<file path="src/amv_regs.svh">
/*
  timing, encodings and field constants for the acl mac/vlan/arp matcher.
  assumes inclusion by bare name from the design files.
*/
`ifndef AMV_REGS_SVH
`define AMV_REGS_SVH
`define AMV_ETYPE_MIN 16'h0600
`define AMV_ETYPE_ARP 16'h0806
`define AMV_ETYPE_RARP 16'h8035
`define AMV_OP_ARP_REQ 16'h0001
`define AMV_OP_ARP_REP 16'h0002
`define AMV_OP_RARP_REQ 16'h0003
`define AMV_OP_RARP_REP 16'h0004
`define AMV_HLN_ETH 8'h06
`define AMV_PLN_IP4 8'h04
`define AMV_HRD_ETH 16'h0001
`define AMV_PRO_IP4 16'h0800
`define AMV_MAC_BCAST 48'hffff_ffff_ffff
`define AMV_VID_MIN 12'h001
`define AMV_MCAST_BIT 40
`define AMV_MATCH_LATENCY 2
`endif

</file>
<file path="src/amv_pkg.sv">
/*
  types for the acl mac/vlan/arp matcher.
  assumes no other package.
*/
package amv_pkg;
  typedef enum logic [1:0] {
    AMV_FT_ANY = 2'b00,
    AMV_FT_ETYPE = 2'b01,
    AMV_FT_ARP = 2'b10,
    AMV_FT_OTHER = 2'b11
  } amv_ftype_type;
  typedef enum logic [2:0] {
    AMV_DM_ANY = 3'b000,
    AMV_DM_MCAST = 3'b001,
    AMV_DM_BCAST = 3'b010,
    AMV_DM_UCAST = 3'b011,
    AMV_DM_SPEC = 3'b100
  } amv_dmac_type;
  // shared tri-state setting: any, equal (1), differ (0)
  typedef enum logic [1:0] {
    AMV_TRI_ANY = 2'b00,
    AMV_TRI_ZERO = 2'b01,
    AMV_TRI_ONE = 2'b10
  } amv_tri_type;
  typedef enum logic [1:0] {
    AMV_OK_ANY = 2'b00,
    AMV_OK_ARP = 2'b01,
    AMV_OK_RARP = 2'b10,
    AMV_OK_OTHER = 2'b11
  } amv_opkind_type;
  typedef enum logic [1:0] {
    AMV_RR_ANY = 2'b00,
    AMV_RR_REQ = 2'b01,
    AMV_RR_REP = 2'b10
  } amv_reqrep_type;
  typedef enum logic [1:0] {
    AMV_IP_ANY = 2'b00,
    AMV_IP_HOST = 2'b01,
    AMV_IP_NET = 2'b10
  } amv_ipflt_type;
  typedef enum logic [1:0] {
    AMV_ST_IDLE = 2'b00,
    AMV_ST_EVAL = 2'b01,
    AMV_ST_DONE = 2'b10
  } amv_state_type;
endpackage : amv_pkg

</file>
<file path="src/amv_frame_if.sv">
/*
  parsed frame fields handed from the top to the arp field checker.
  assumes a single clock domain.
*/
interface amv_frame_if;
  logic [47:0] smac;
  logic [47:0] sha;
  logic [47:0] tha;
  logic [15:0] opcode;
  logic [15:0] hrd;
  logic [15:0] pro;
  logic [7:0] hln;
  logic [7:0] pln;
  logic [31:0] spa;
  logic [31:0] tpa;
  logic arp_ok;
  modport src (output smac, sha, tha, opcode, hrd, pro, hln, pln, spa, tpa, input arp_ok);
  modport chk (input smac, sha, tha, opcode, hrd, pro, hln, pln, spa, tpa, output arp_ok);
endinterface : amv_frame_if

</file>
<file path="src/amv_ip_match.sv">
/*
  sender or target ip criterion: any, host or masked network compare.
  assumes configuration is stable during a lookup.
*/
module amv_ip_match (
  // config
  input wire amv_pkg::amv_ipflt_type mode,
  input wire logic [31:0] cfg_addr,
  input wire logic [31:0] cfg_mask,
  // frame
  input wire logic [31:0] frame_addr,
  // result
  output wire logic ok
);
  wire logic host_eq;
  wire logic net_eq;
  assign host_eq = (frame_addr == cfg_addr);
  // mask both sides so stray host bits in the configured address are harmless
  assign net_eq = ((frame_addr & cfg_mask) == (cfg_addr & cfg_mask));
  assign ok = (mode == amv_pkg::AMV_IP_HOST) ? host_eq :
              (mode == amv_pkg::AMV_IP_NET) ? net_eq : 1'b1;
endmodule : amv_ip_match

</file>
<file path="src/amv_arp_check.sv">
/*
  arp/rarp header criteria of one entry, purely combinational.
  assumes the top gates the result with the arp frame-type selection.
*/
`include "amv_regs.svh"
module amv_arp_check (
  // frame fields
  amv_frame_if.chk frm,
  // config
  input wire amv_pkg::amv_opkind_type cfg_opkind,
  input wire amv_pkg::amv_reqrep_type cfg_reqrep,
  input wire amv_pkg::amv_ipflt_type cfg_sip_mode,
  input wire logic [31:0] cfg_sip_addr,
  input wire logic [31:0] cfg_sip_mask,
  input wire amv_pkg::amv_ipflt_type cfg_tip_mode,
  input wire logic [31:0] cfg_tip_addr,
  input wire logic [31:0] cfg_tip_mask,
  input wire amv_pkg::amv_tri_type cfg_sender_hw_consistency_check,
  input wire amv_pkg::amv_tri_type cfg_target_hw_consistency_check,
  input wire amv_pkg::amv_tri_type cfg_address_length_check,
  input wire amv_pkg::amv_tri_type cfg_hw_space_check,
  input wire amv_pkg::amv_tri_type cfg_proto_space_check
);
  function automatic logic tri_ok(input amv_pkg::amv_tri_type sel, input logic eq);
    case (sel)
      amv_pkg::AMV_TRI_ONE: tri_ok = eq;
      amv_pkg::AMV_TRI_ZERO: tri_ok = !eq;
      default: tri_ok = 1'b1;
    endcase
  endfunction : tri_ok

  wire logic is_arp_op;
  wire logic is_rarp_op;
  wire logic is_req;
  wire logic is_rep;
  wire logic op_ok;
  wire logic rr_ok;
  wire logic sip_ok;
  wire logic tip_ok;
  wire logic len_eq;
  assign is_arp_op = (frm.opcode == `AMV_OP_ARP_REQ) || (frm.opcode == `AMV_OP_ARP_REP);
  assign is_rarp_op = (frm.opcode == `AMV_OP_RARP_REQ) || (frm.opcode == `AMV_OP_RARP_REP);
  assign is_req = (frm.opcode == `AMV_OP_ARP_REQ) || (frm.opcode == `AMV_OP_RARP_REQ);
  assign is_rep = (frm.opcode == `AMV_OP_ARP_REP) || (frm.opcode == `AMV_OP_RARP_REP);
  assign op_ok = (cfg_opkind == amv_pkg::AMV_OK_ARP) ? is_arp_op :
                 (cfg_opkind == amv_pkg::AMV_OK_RARP) ? is_rarp_op :
                 (cfg_opkind == amv_pkg::AMV_OK_OTHER) ? !(is_arp_op || is_rarp_op) : 1'b1;
  assign rr_ok = (cfg_reqrep == amv_pkg::AMV_RR_REQ) ? is_req :
                 (cfg_reqrep == amv_pkg::AMV_RR_REP) ? is_rep : 1'b1;
  amv_ip_match u_sip (
    .mode(cfg_sip_mode),
    .cfg_addr(cfg_sip_addr),
    .cfg_mask(cfg_sip_mask),
    .frame_addr(frm.spa),
    .ok(sip_ok)
  );
  amv_ip_match u_tip (
    .mode(cfg_tip_mode),
    .cfg_addr(cfg_tip_addr),
    .cfg_mask(cfg_tip_mask),
    .frame_addr(frm.tpa),
    .ok(tip_ok)
  );
  assign len_eq = (frm.hln == `AMV_HLN_ETH) && (frm.pln == `AMV_PLN_IP4);
  assign frm.arp_ok = op_ok && rr_ok && sip_ok && tip_ok &&
    tri_ok(cfg_sender_hw_consistency_check, frm.sha == frm.smac) &&
    tri_ok(cfg_target_hw_consistency_check, frm.tha == frm.smac) &&
    tri_ok(cfg_address_length_check, len_eq) &&
    tri_ok(cfg_hw_space_check, frm.hrd == `AMV_HRD_ETH) &&
    tri_ok(cfg_proto_space_check, frm.pro == `AMV_PRO_IP4);
endmodule : amv_arp_check

</file>
<file path="src/amv_matcher.sv">
/*
  match logic of one access control entry: mac, vlan and arp criteria.
  assumes the parser presents all fields with frame_valid for one cycle,
  fields from the same clock domain, configuration stable during lookup.
*/
// Functional notes
// - source mac any or exact 48-bit match
// - destination class multicast, broadcast or unicast
// - destination mac specific needs exact match
// - mac criteria only for ethertype or arp
// - vlan id any or specific 1..4095
// - tag priority any or exact 0..7
// - arp criteria only for arp entries
// - opcode kind any, arp, rarp, other
// - request/reply any, request or reply
// - sender ip any, host or network
// - target ip any, host or network
// - sha versus source mac equal/differ/any
// - tha versus source mac equal/differ/any
// - hln 6 and pln 4 check
// - hrd equals ethernet check
// - ethertype class needs type >= 0x0600, not arp
// - hit with deny drops, else permit
`include "amv_regs.svh"
module amv_matcher (
  // clock and reset
  input wire logic clk_sys,
  input wire logic rst_b,
  // parsed frame
  input wire logic frame_valid,
  input wire logic [47:0] frame_dmac,
  input wire logic [47:0] frame_smac,
  input wire logic [15:0] frame_etype,
  input wire logic [11:0] frame_vid,
  input wire logic [2:0] frame_pcp,
  input wire logic [15:0] frame_arp_hrd,
  input wire logic [15:0] frame_arp_pro,
  input wire logic [7:0] frame_arp_hln,
  input wire logic [7:0] frame_arp_pln,
  input wire logic [15:0] frame_arp_op,
  input wire logic [47:0] frame_arp_sha,
  input wire logic [31:0] frame_arp_spa,
  input wire logic [47:0] frame_arp_tha,
  input wire logic [31:0] frame_arp_tpa,
  // entry configuration
  input wire logic cfg_enable,
  input wire amv_pkg::amv_ftype_type cfg_frame_type,
  input wire logic cfg_deny,
  input wire logic cfg_smac_specific,
  input wire logic [47:0] cfg_smac,
  input wire amv_pkg::amv_dmac_type cfg_dmac_mode,
  input wire logic [47:0] cfg_dmac,
  input wire logic cfg_vid_specific,
  input wire logic [11:0] cfg_vid,
  input wire logic cfg_pcp_specific,
  input wire logic [2:0] cfg_pcp,
  input wire amv_pkg::amv_opkind_type cfg_opkind,
  input wire amv_pkg::amv_reqrep_type cfg_reqrep,
  input wire amv_pkg::amv_ipflt_type cfg_sip_mode,
  input wire logic [31:0] cfg_sip_addr,
  input wire logic [31:0] cfg_sip_mask,
  input wire amv_pkg::amv_ipflt_type cfg_tip_mode,
  input wire logic [31:0] cfg_tip_addr,
  input wire logic [31:0] cfg_tip_mask,
  input wire amv_pkg::amv_tri_type cfg_sender_hw_consistency_check,
  input wire amv_pkg::amv_tri_type cfg_target_hw_consistency_check,
  input wire amv_pkg::amv_tri_type cfg_address_length_check,
  input wire amv_pkg::amv_tri_type cfg_hw_space_check,
  input wire amv_pkg::amv_tri_type cfg_proto_space_check,
  // result
  output logic result_valid,
  output logic hit,
  output logic permit,
  output logic drop,
  output logic busy
);
  // stage 1 registers: the frame is captured so the wide compares see a stable copy
  logic [47:0] dmac_reg;
  logic [47:0] smac_reg;
  logic [15:0] etype_reg;
  logic [11:0] vid_reg;
  logic [2:0] pcp_reg;
  logic [15:0] hrd_reg;
  logic [15:0] pro_reg;
  logic [7:0] hln_reg;
  logic [7:0] pln_reg;
  logic [15:0] op_reg;
  logic [47:0] sha_reg;
  logic [31:0] spa_reg;
  logic [47:0] tha_reg;
  logic [31:0] tpa_reg;
  amv_pkg::amv_state_type state_reg;
  amv_pkg::amv_state_type state_next;
  logic result_valid_reg;
  logic hit_reg;
  logic drop_reg;

  amv_frame_if frm ();

  always_ff @(posedge clk_sys) begin
    if (frame_valid) begin
      dmac_reg <= frame_dmac;
      smac_reg <= frame_smac;
      etype_reg <= frame_etype;
      vid_reg <= frame_vid;
      pcp_reg <= frame_pcp;
      hrd_reg <= frame_arp_hrd;
      pro_reg <= frame_arp_pro;
      hln_reg <= frame_arp_hln;
      pln_reg <= frame_arp_pln;
      op_reg <= frame_arp_op;
      sha_reg <= frame_arp_sha;
      spa_reg <= frame_arp_spa;
      tha_reg <= frame_arp_tha;
      tpa_reg <= frame_arp_tpa;
    end
  end

  assign frm.smac = smac_reg;
  assign frm.sha = sha_reg;
  assign frm.tha = tha_reg;
  assign frm.opcode = op_reg;
  assign frm.hrd = hrd_reg;
  assign frm.pro = pro_reg;
  assign frm.hln = hln_reg;
  assign frm.pln = pln_reg;
  assign frm.spa = spa_reg;
  assign frm.tpa = tpa_reg;

  amv_arp_check u_arp (
    .frm(frm.chk),
    .cfg_opkind(cfg_opkind),
    .cfg_reqrep(cfg_reqrep),
    .cfg_sip_mode(cfg_sip_mode),
    .cfg_sip_addr(cfg_sip_addr),
    .cfg_sip_mask(cfg_sip_mask),
    .cfg_tip_mode(cfg_tip_mode),
    .cfg_tip_addr(cfg_tip_addr),
    .cfg_tip_mask(cfg_tip_mask),
    .cfg_sender_hw_consistency_check(cfg_sender_hw_consistency_check),
    .cfg_target_hw_consistency_check(cfg_target_hw_consistency_check),
    .cfg_address_length_check(cfg_address_length_check),
    .cfg_hw_space_check(cfg_hw_space_check),
    .cfg_proto_space_check(cfg_proto_space_check)
  );

  // frame class decode
  wire logic frame_is_arp;
  wire logic frame_is_etype;
  wire logic type_ok;
  wire logic mac_crit_on;
  wire logic multicast_class_select;
  wire logic broadcast_class_select;
  wire logic unicast_class_select;
  wire logic smac_ok;
  wire logic dmac_ok;
  wire logic vid_ok;
  wire logic pcp_ok;
  wire logic arp_ok;
  wire logic hit_now;

  assign frame_is_arp = (etype_reg == `AMV_ETYPE_ARP) || (etype_reg == `AMV_ETYPE_RARP);
  // arp frames are kept out of the plain ethertype class
  assign frame_is_etype = (etype_reg >= `AMV_ETYPE_MIN) && !frame_is_arp;
  assign type_ok = (cfg_frame_type == amv_pkg::AMV_FT_ANY) ||
                   ((cfg_frame_type == amv_pkg::AMV_FT_ETYPE) && frame_is_etype) ||
                   ((cfg_frame_type == amv_pkg::AMV_FT_ARP) && frame_is_arp);
  assign mac_crit_on = (cfg_frame_type == amv_pkg::AMV_FT_ETYPE) ||
                       (cfg_frame_type == amv_pkg::AMV_FT_ARP);

  assign broadcast_class_select = (dmac_reg == `AMV_MAC_BCAST);
  // broadcast also has the group bit set, so it counts as multicast here
  assign multicast_class_select = dmac_reg[`AMV_MCAST_BIT];
  assign unicast_class_select = !dmac_reg[`AMV_MCAST_BIT];

  assign smac_ok = !mac_crit_on || !cfg_smac_specific || (smac_reg == cfg_smac);
  assign dmac_ok = !mac_crit_on ||
    ((cfg_dmac_mode == amv_pkg::AMV_DM_MCAST) ? multicast_class_select :
     (cfg_dmac_mode == amv_pkg::AMV_DM_BCAST) ? broadcast_class_select :
     (cfg_dmac_mode == amv_pkg::AMV_DM_UCAST) ? unicast_class_select :
     (cfg_dmac_mode == amv_pkg::AMV_DM_SPEC) ? (dmac_reg == cfg_dmac) : 1'b1);
  // vid 0 is not a legal specific setting and never hits
  assign vid_ok = !cfg_vid_specific ||
                  ((cfg_vid >= `AMV_VID_MIN) && (vid_reg == cfg_vid));
  assign pcp_ok = !cfg_pcp_specific || (pcp_reg == cfg_pcp);
  assign arp_ok = (cfg_frame_type != amv_pkg::AMV_FT_ARP) || frm.arp_ok;
  assign hit_now = cfg_enable && type_ok && smac_ok && dmac_ok && vid_ok &&
                   pcp_ok && arp_ok;

  // sequencer: idle, evaluate the captured frame, present the result
  always_comb begin
    case (state_reg)
      amv_pkg::AMV_ST_IDLE: state_next = frame_valid ? amv_pkg::AMV_ST_EVAL : amv_pkg::AMV_ST_IDLE;
      amv_pkg::AMV_ST_EVAL: state_next = amv_pkg::AMV_ST_DONE;
      amv_pkg::AMV_ST_DONE: state_next = frame_valid ? amv_pkg::AMV_ST_EVAL : amv_pkg::AMV_ST_IDLE;
      default: state_next = amv_pkg::AMV_ST_IDLE;
    endcase
  end

  always_ff @(posedge clk_sys) begin
    if (!rst_b) begin
      state_reg <= amv_pkg::AMV_ST_IDLE;
      result_valid_reg <= 1'b0;
      hit_reg <= 1'b0;
      drop_reg <= 1'b0;
    end else begin
      state_reg <= state_next;
      result_valid_reg <= (state_reg == amv_pkg::AMV_ST_EVAL);
      hit_reg <= (state_reg == amv_pkg::AMV_ST_EVAL) && hit_now;
      drop_reg <= (state_reg == amv_pkg::AMV_ST_EVAL) && hit_now && cfg_deny;
    end
  end

  assign result_valid = result_valid_reg;
  assign hit = hit_reg;
  assign drop = drop_reg;
  assign permit = hit_reg && !drop_reg;
  // a frame_valid while busy is refused; the parser must space lookups
  assign busy = (state_reg == amv_pkg::AMV_ST_EVAL);

  // evaluation cycle of an arp entry, shared by the arp checks below
  wire logic arp_eval;
  assign arp_eval = busy && (cfg_frame_type == amv_pkg::AMV_FT_ARP);
endmodule : amv_matcher

</file>
<file path="config.mk">
export PLATFORM = sky130hd
export DESIGN_NAME = amv_matcher
export DESIGN_NICKNAME = d
export VERILOG_FILES = /design/src/amv_pkg.sv /design/src/amv_frame_if.sv /design/src/amv_ip_match.sv /design/src/amv_arp_check.sv /design/src/amv_matcher.sv
export VERILOG_INCLUDE_DIRS = /design/src
export SDC_FILE = /design/constraint.sdc
export NUM_CORES = 1
export LEC_CHECK = 0
export BUFFER_PORTS_ARGS = -buffer_cell sky130_fd_sc_hd__buf_2
export CORE_AREA = 5 5 243 245
export CTS_CLUSTER_DIAMETER = 120
export DETAILED_ROUTE_END_ITERATION = 10
export DIE_AREA = 0 0 248 250
export HOLD_SLACK_MARGIN = 0.12
export PLACE_DENSITY = 0.55
export SLEW_MARGIN = 20
export SYNTH_ARGS = -nofsm -noshare
export SYNTH_HDL_FRONTEND = slang
export SYNTH_SLANG_ARGS = --single-unit
</file>
<file path="constraint.sdc">
create_clock -name clk_sys -period 2.8 [get_ports clk_sys]
set_clock_uncertainty 0.1 [all_clocks]
set_input_delay 0.14 -clock clk_sys [delete_from_list [all_inputs] [get_ports clk_sys]]
set_output_delay 0.14 -clock clk_sys [all_outputs]
set_load 0.02 [all_outputs]
</file>
==> results.yml <==
global_route:
  grt_antenna_before_repair: 17
  grt_pass1_wl_um: 86000
  grt_max_degree: 71
  grt_usage: 0.187
  grt_pass1_vias: 13756
  overflow: 0
route:
  totalWireLength_um: 60400
  dr.pass1.iters: 4
  drc: 0
  wire_per_inst_um: 22.0
  ant_nets: 0
  num_vias: 12041
  via_per_inst: 4.39
  drt_iter0_markers: 588
sta:
  period_needed_ns: 2.69
  finalSetupViolations: 0
  grt_setup_unrepaired: "false"
  timing.final.ws_setup_ns: 0.109
  fin_crit_sh: 0.961
  tightest_slew_ns: 0.654
  fmax_mhz: 372
  finalHoldViolCount: 0
  slew_violations: 0
  slew_headroom: 0.564
cells_and_area:
  final_cells: 2742
  nets: 2569
  area_growth_pct: 62.8
  layout-drive-gt1-share: 0.368
yosys:
  synth_common_cells: "edfxtp_1 (351), xnor2_1 (177), xor2_1 (95)"
  yosysUniqueCellTypes: 45
  synthFlopType: "edfxtp_1"
  yosysTopAreaCell: "edfxtp_1"
  yosys.area_share.simple: 0.0707
  avgSynthCellArea_um2: 16.7
  synth_area_mm2: 0.0149
  yosysSeqAreaShare: 0.715
  yosys_register_bits: 355
  syn-num-nets: 1525
  synth_compound_area_frac: 0.0348
  synth_fa_ha_area_frac: 0.0109
  yosys-top-cells-area: "edfxtp_1 (71%), xnor2_1 (10%), xor2_1 (5.6%)"
  synth_edf_count: 351
  syn_inst: 891
  synth_top_family_by_area: "XOR/XNOR gates"
  yosysWarnings: 0
  yosysMostFrequentCell: "edfxtp_1"
  synth_top_area_frac: 0.709
  post_synth_mux_area_share: 0.00379
  async_flop_share: 0
  synth_xor_area_frac: 0.160
setup_path:
  cpLargestDelayFamily: "simple AND/OR/NAND/NOR gates"
  path_cells: "xnor2_2 -> nand4_1 -> nor4_2 -> nand3_1 -> mux2_2 -> o22ai_2 -> o41a_1 -> and3b_1"
  cp_num_cells: 8
  r2r-end: "drop"
  end_kind: "flip-flop"
  r2r_slack_ns: 0.11
  cp_max_fo: 3
  path_class: "reg2reg"
  startpoint_type: "flip-flop"
  ff2ff_path_depth: 8
  cp_data_required_time_ns: 3.20
  rr_startpoint: "frm.smac[13]"
  path_buf_inv: 0
  slowest_stage: "edfxtp_1"
  crit_arrival_ns: 3.10
  max_stage_delay_ns: 0.50
floorplan:
  start_util: 0.261
  io_pins: 626
  die_h_um: 250
  die-area_mm2: 0.0620
  die_x_um: 248
  rows: 88
  coreArea_mm2: 0.0569
place:
  dp_hpwl_um: 47000
  pre_cts_ws_ns: -0.0359
  place_congestion: 0.926
  portBuffers: 625
  dp_cells: 2297
power_and_ir_drop:
  p_leak_nw: 9.51
  power.switching_w: 0.00332
  p_int_w: 0.0107
  p_seq_frac: 0.470
  p_sw_frac: 0.236
  powerDensity_mw_per_mm2: 581
  pwr-share-comb: 0.134
  pwr-share-clk: 0.396
  irDropWorstVdd_mv: 0.504
clock_tree:
  cts_made_buffers: 42
  worst_skew_pair.late_latency_ns: 0.56
  cts_root_buffer: "clkbuf_16"
  clk_pin_slew_ns: 0.06
  clockBufferDepth: 3
  cts_tree: "built"
  post_cts.repair.setup_buffers: 0
  cts_sinks: 355
  cts_htree_levels: 2
flow_run:
  maxCapViolCount: 0
status:
  status: "finished clean"
hold_path:
  min_path_type: "in2reg"
  hold_depth: 6
  min_from: "cfg_vid_specific"
  hold_end: "hit"
-- worst max-delay path by stage --
| stage | start | to | slack [ns] |
|---|---|---|---|
| floorplan | frm.smac[2] | drop | 0.69 |
| global route | frm.smac[39] | drop | 0.01 |
| finish | frm.smac[13] | drop | 0.11 |
| detailed placement | frm.smac[25] | drop | -0.04 |
| global placement | frm.smac[25] | drop | -0.03 |
| CTS | frm.smac[27] | drop | 0.02 |
-- layout by cell type, fill, tap and decap left out, types with 16 or more instances in the layout --
cell type / instances
nand4_1: 70
edfxtp_1: 351
buf_2: 624
nor4_1: 43
inv_1: 16
a22oi_1: 24
clkbuf_16: 45
xnor2_1: 176
xor2_1: 95
dlygate4sd3_1: 359
-- per-stage QoR --
stage	power (W)	setup TNS, ns	instance area (um2)	hold slack, ns	util
2_1_floorplan	0.00720	0	14900	0.139	-
3_3_place_gp	0.00816	-0.0311	19100	0.217	0.336
3_5_place_dp	0.00816	-0.0359	19100	0.218	0.336
4_1_cts	0.0142	0	24100	0.121	0.424
5_1_grt	0.0146	0	24200	0.159	0.425
6_report	0.0141	0	24200	0.124	0.425
-- worst register-to-register path: cells and delay by family (launching register included) --
kind	cells	cell delay, ns
flip-flops	1	0.50
multiplexers	1	0.26
XOR/XNOR	1	0.28
AO/OA/AOI/OAI	2	0.54
AND/OR/NAND/NOR	4	0.96
-- power groups by stage --
stage	registers, W	clock network, W	logic (W)
2_1_floorplan	0.00661	0	0.000587
3_3_place_gp	0.00670	0	0.00146
3_5_place_dp	0.00671	0	0.00145
4_1_cts	0.00661	0.00572	0.00187
5_1_grt	0.00664	0.00594	0.00202
6_report	0.00661	0.00558	0.00188
-- routing by layer --
metal | track usage | vias to the layer above | part of all wire
met3 | 0.0452 | 127 | 0.077
met2 | 0.345 | 602 | 0.52
met1 | 0.206 | 5728 | 0.36
li1 | - | 5578 | -
met5 | 0 | - | 0.00065
met4 | 0.0707 | 6 | 0.037
-- cell type report --
| type | instances | area (um2) |
|---|---|---|
| tap | 765 | 957 |
| clock inverter | 24 | 241 |
| antenna | 12 | 30.0 |
| timing repair buffer | 1001 | 6910 |
| inverter | 17 | 63.8 |
| fill | 5216 | 32700 |
| sequential | 355 | 10600 |
| clock buffer | 50 | 1140 |
| multi-input combinational | 518 | 4220 |
-- cells by family after synthesis --
family                     Yosys count
DFF                                355
xor gates and xnor gates           272
and+or+nand+nor                    167
AOI/OAI and AO/OA                   61
buffers and inverters               18
adders and majority gates           13
muxes                                5
-- repair_timing --
action                     in CTS  in global routing
setup endpoints to repair       1                  1
hold endpoints to repair      409                  0
pin swaps                       0                  0
gates resized for setup         3                  4
hold buffers                  359                  0
No activity file was read; power rests on OpenSTA's default activity.
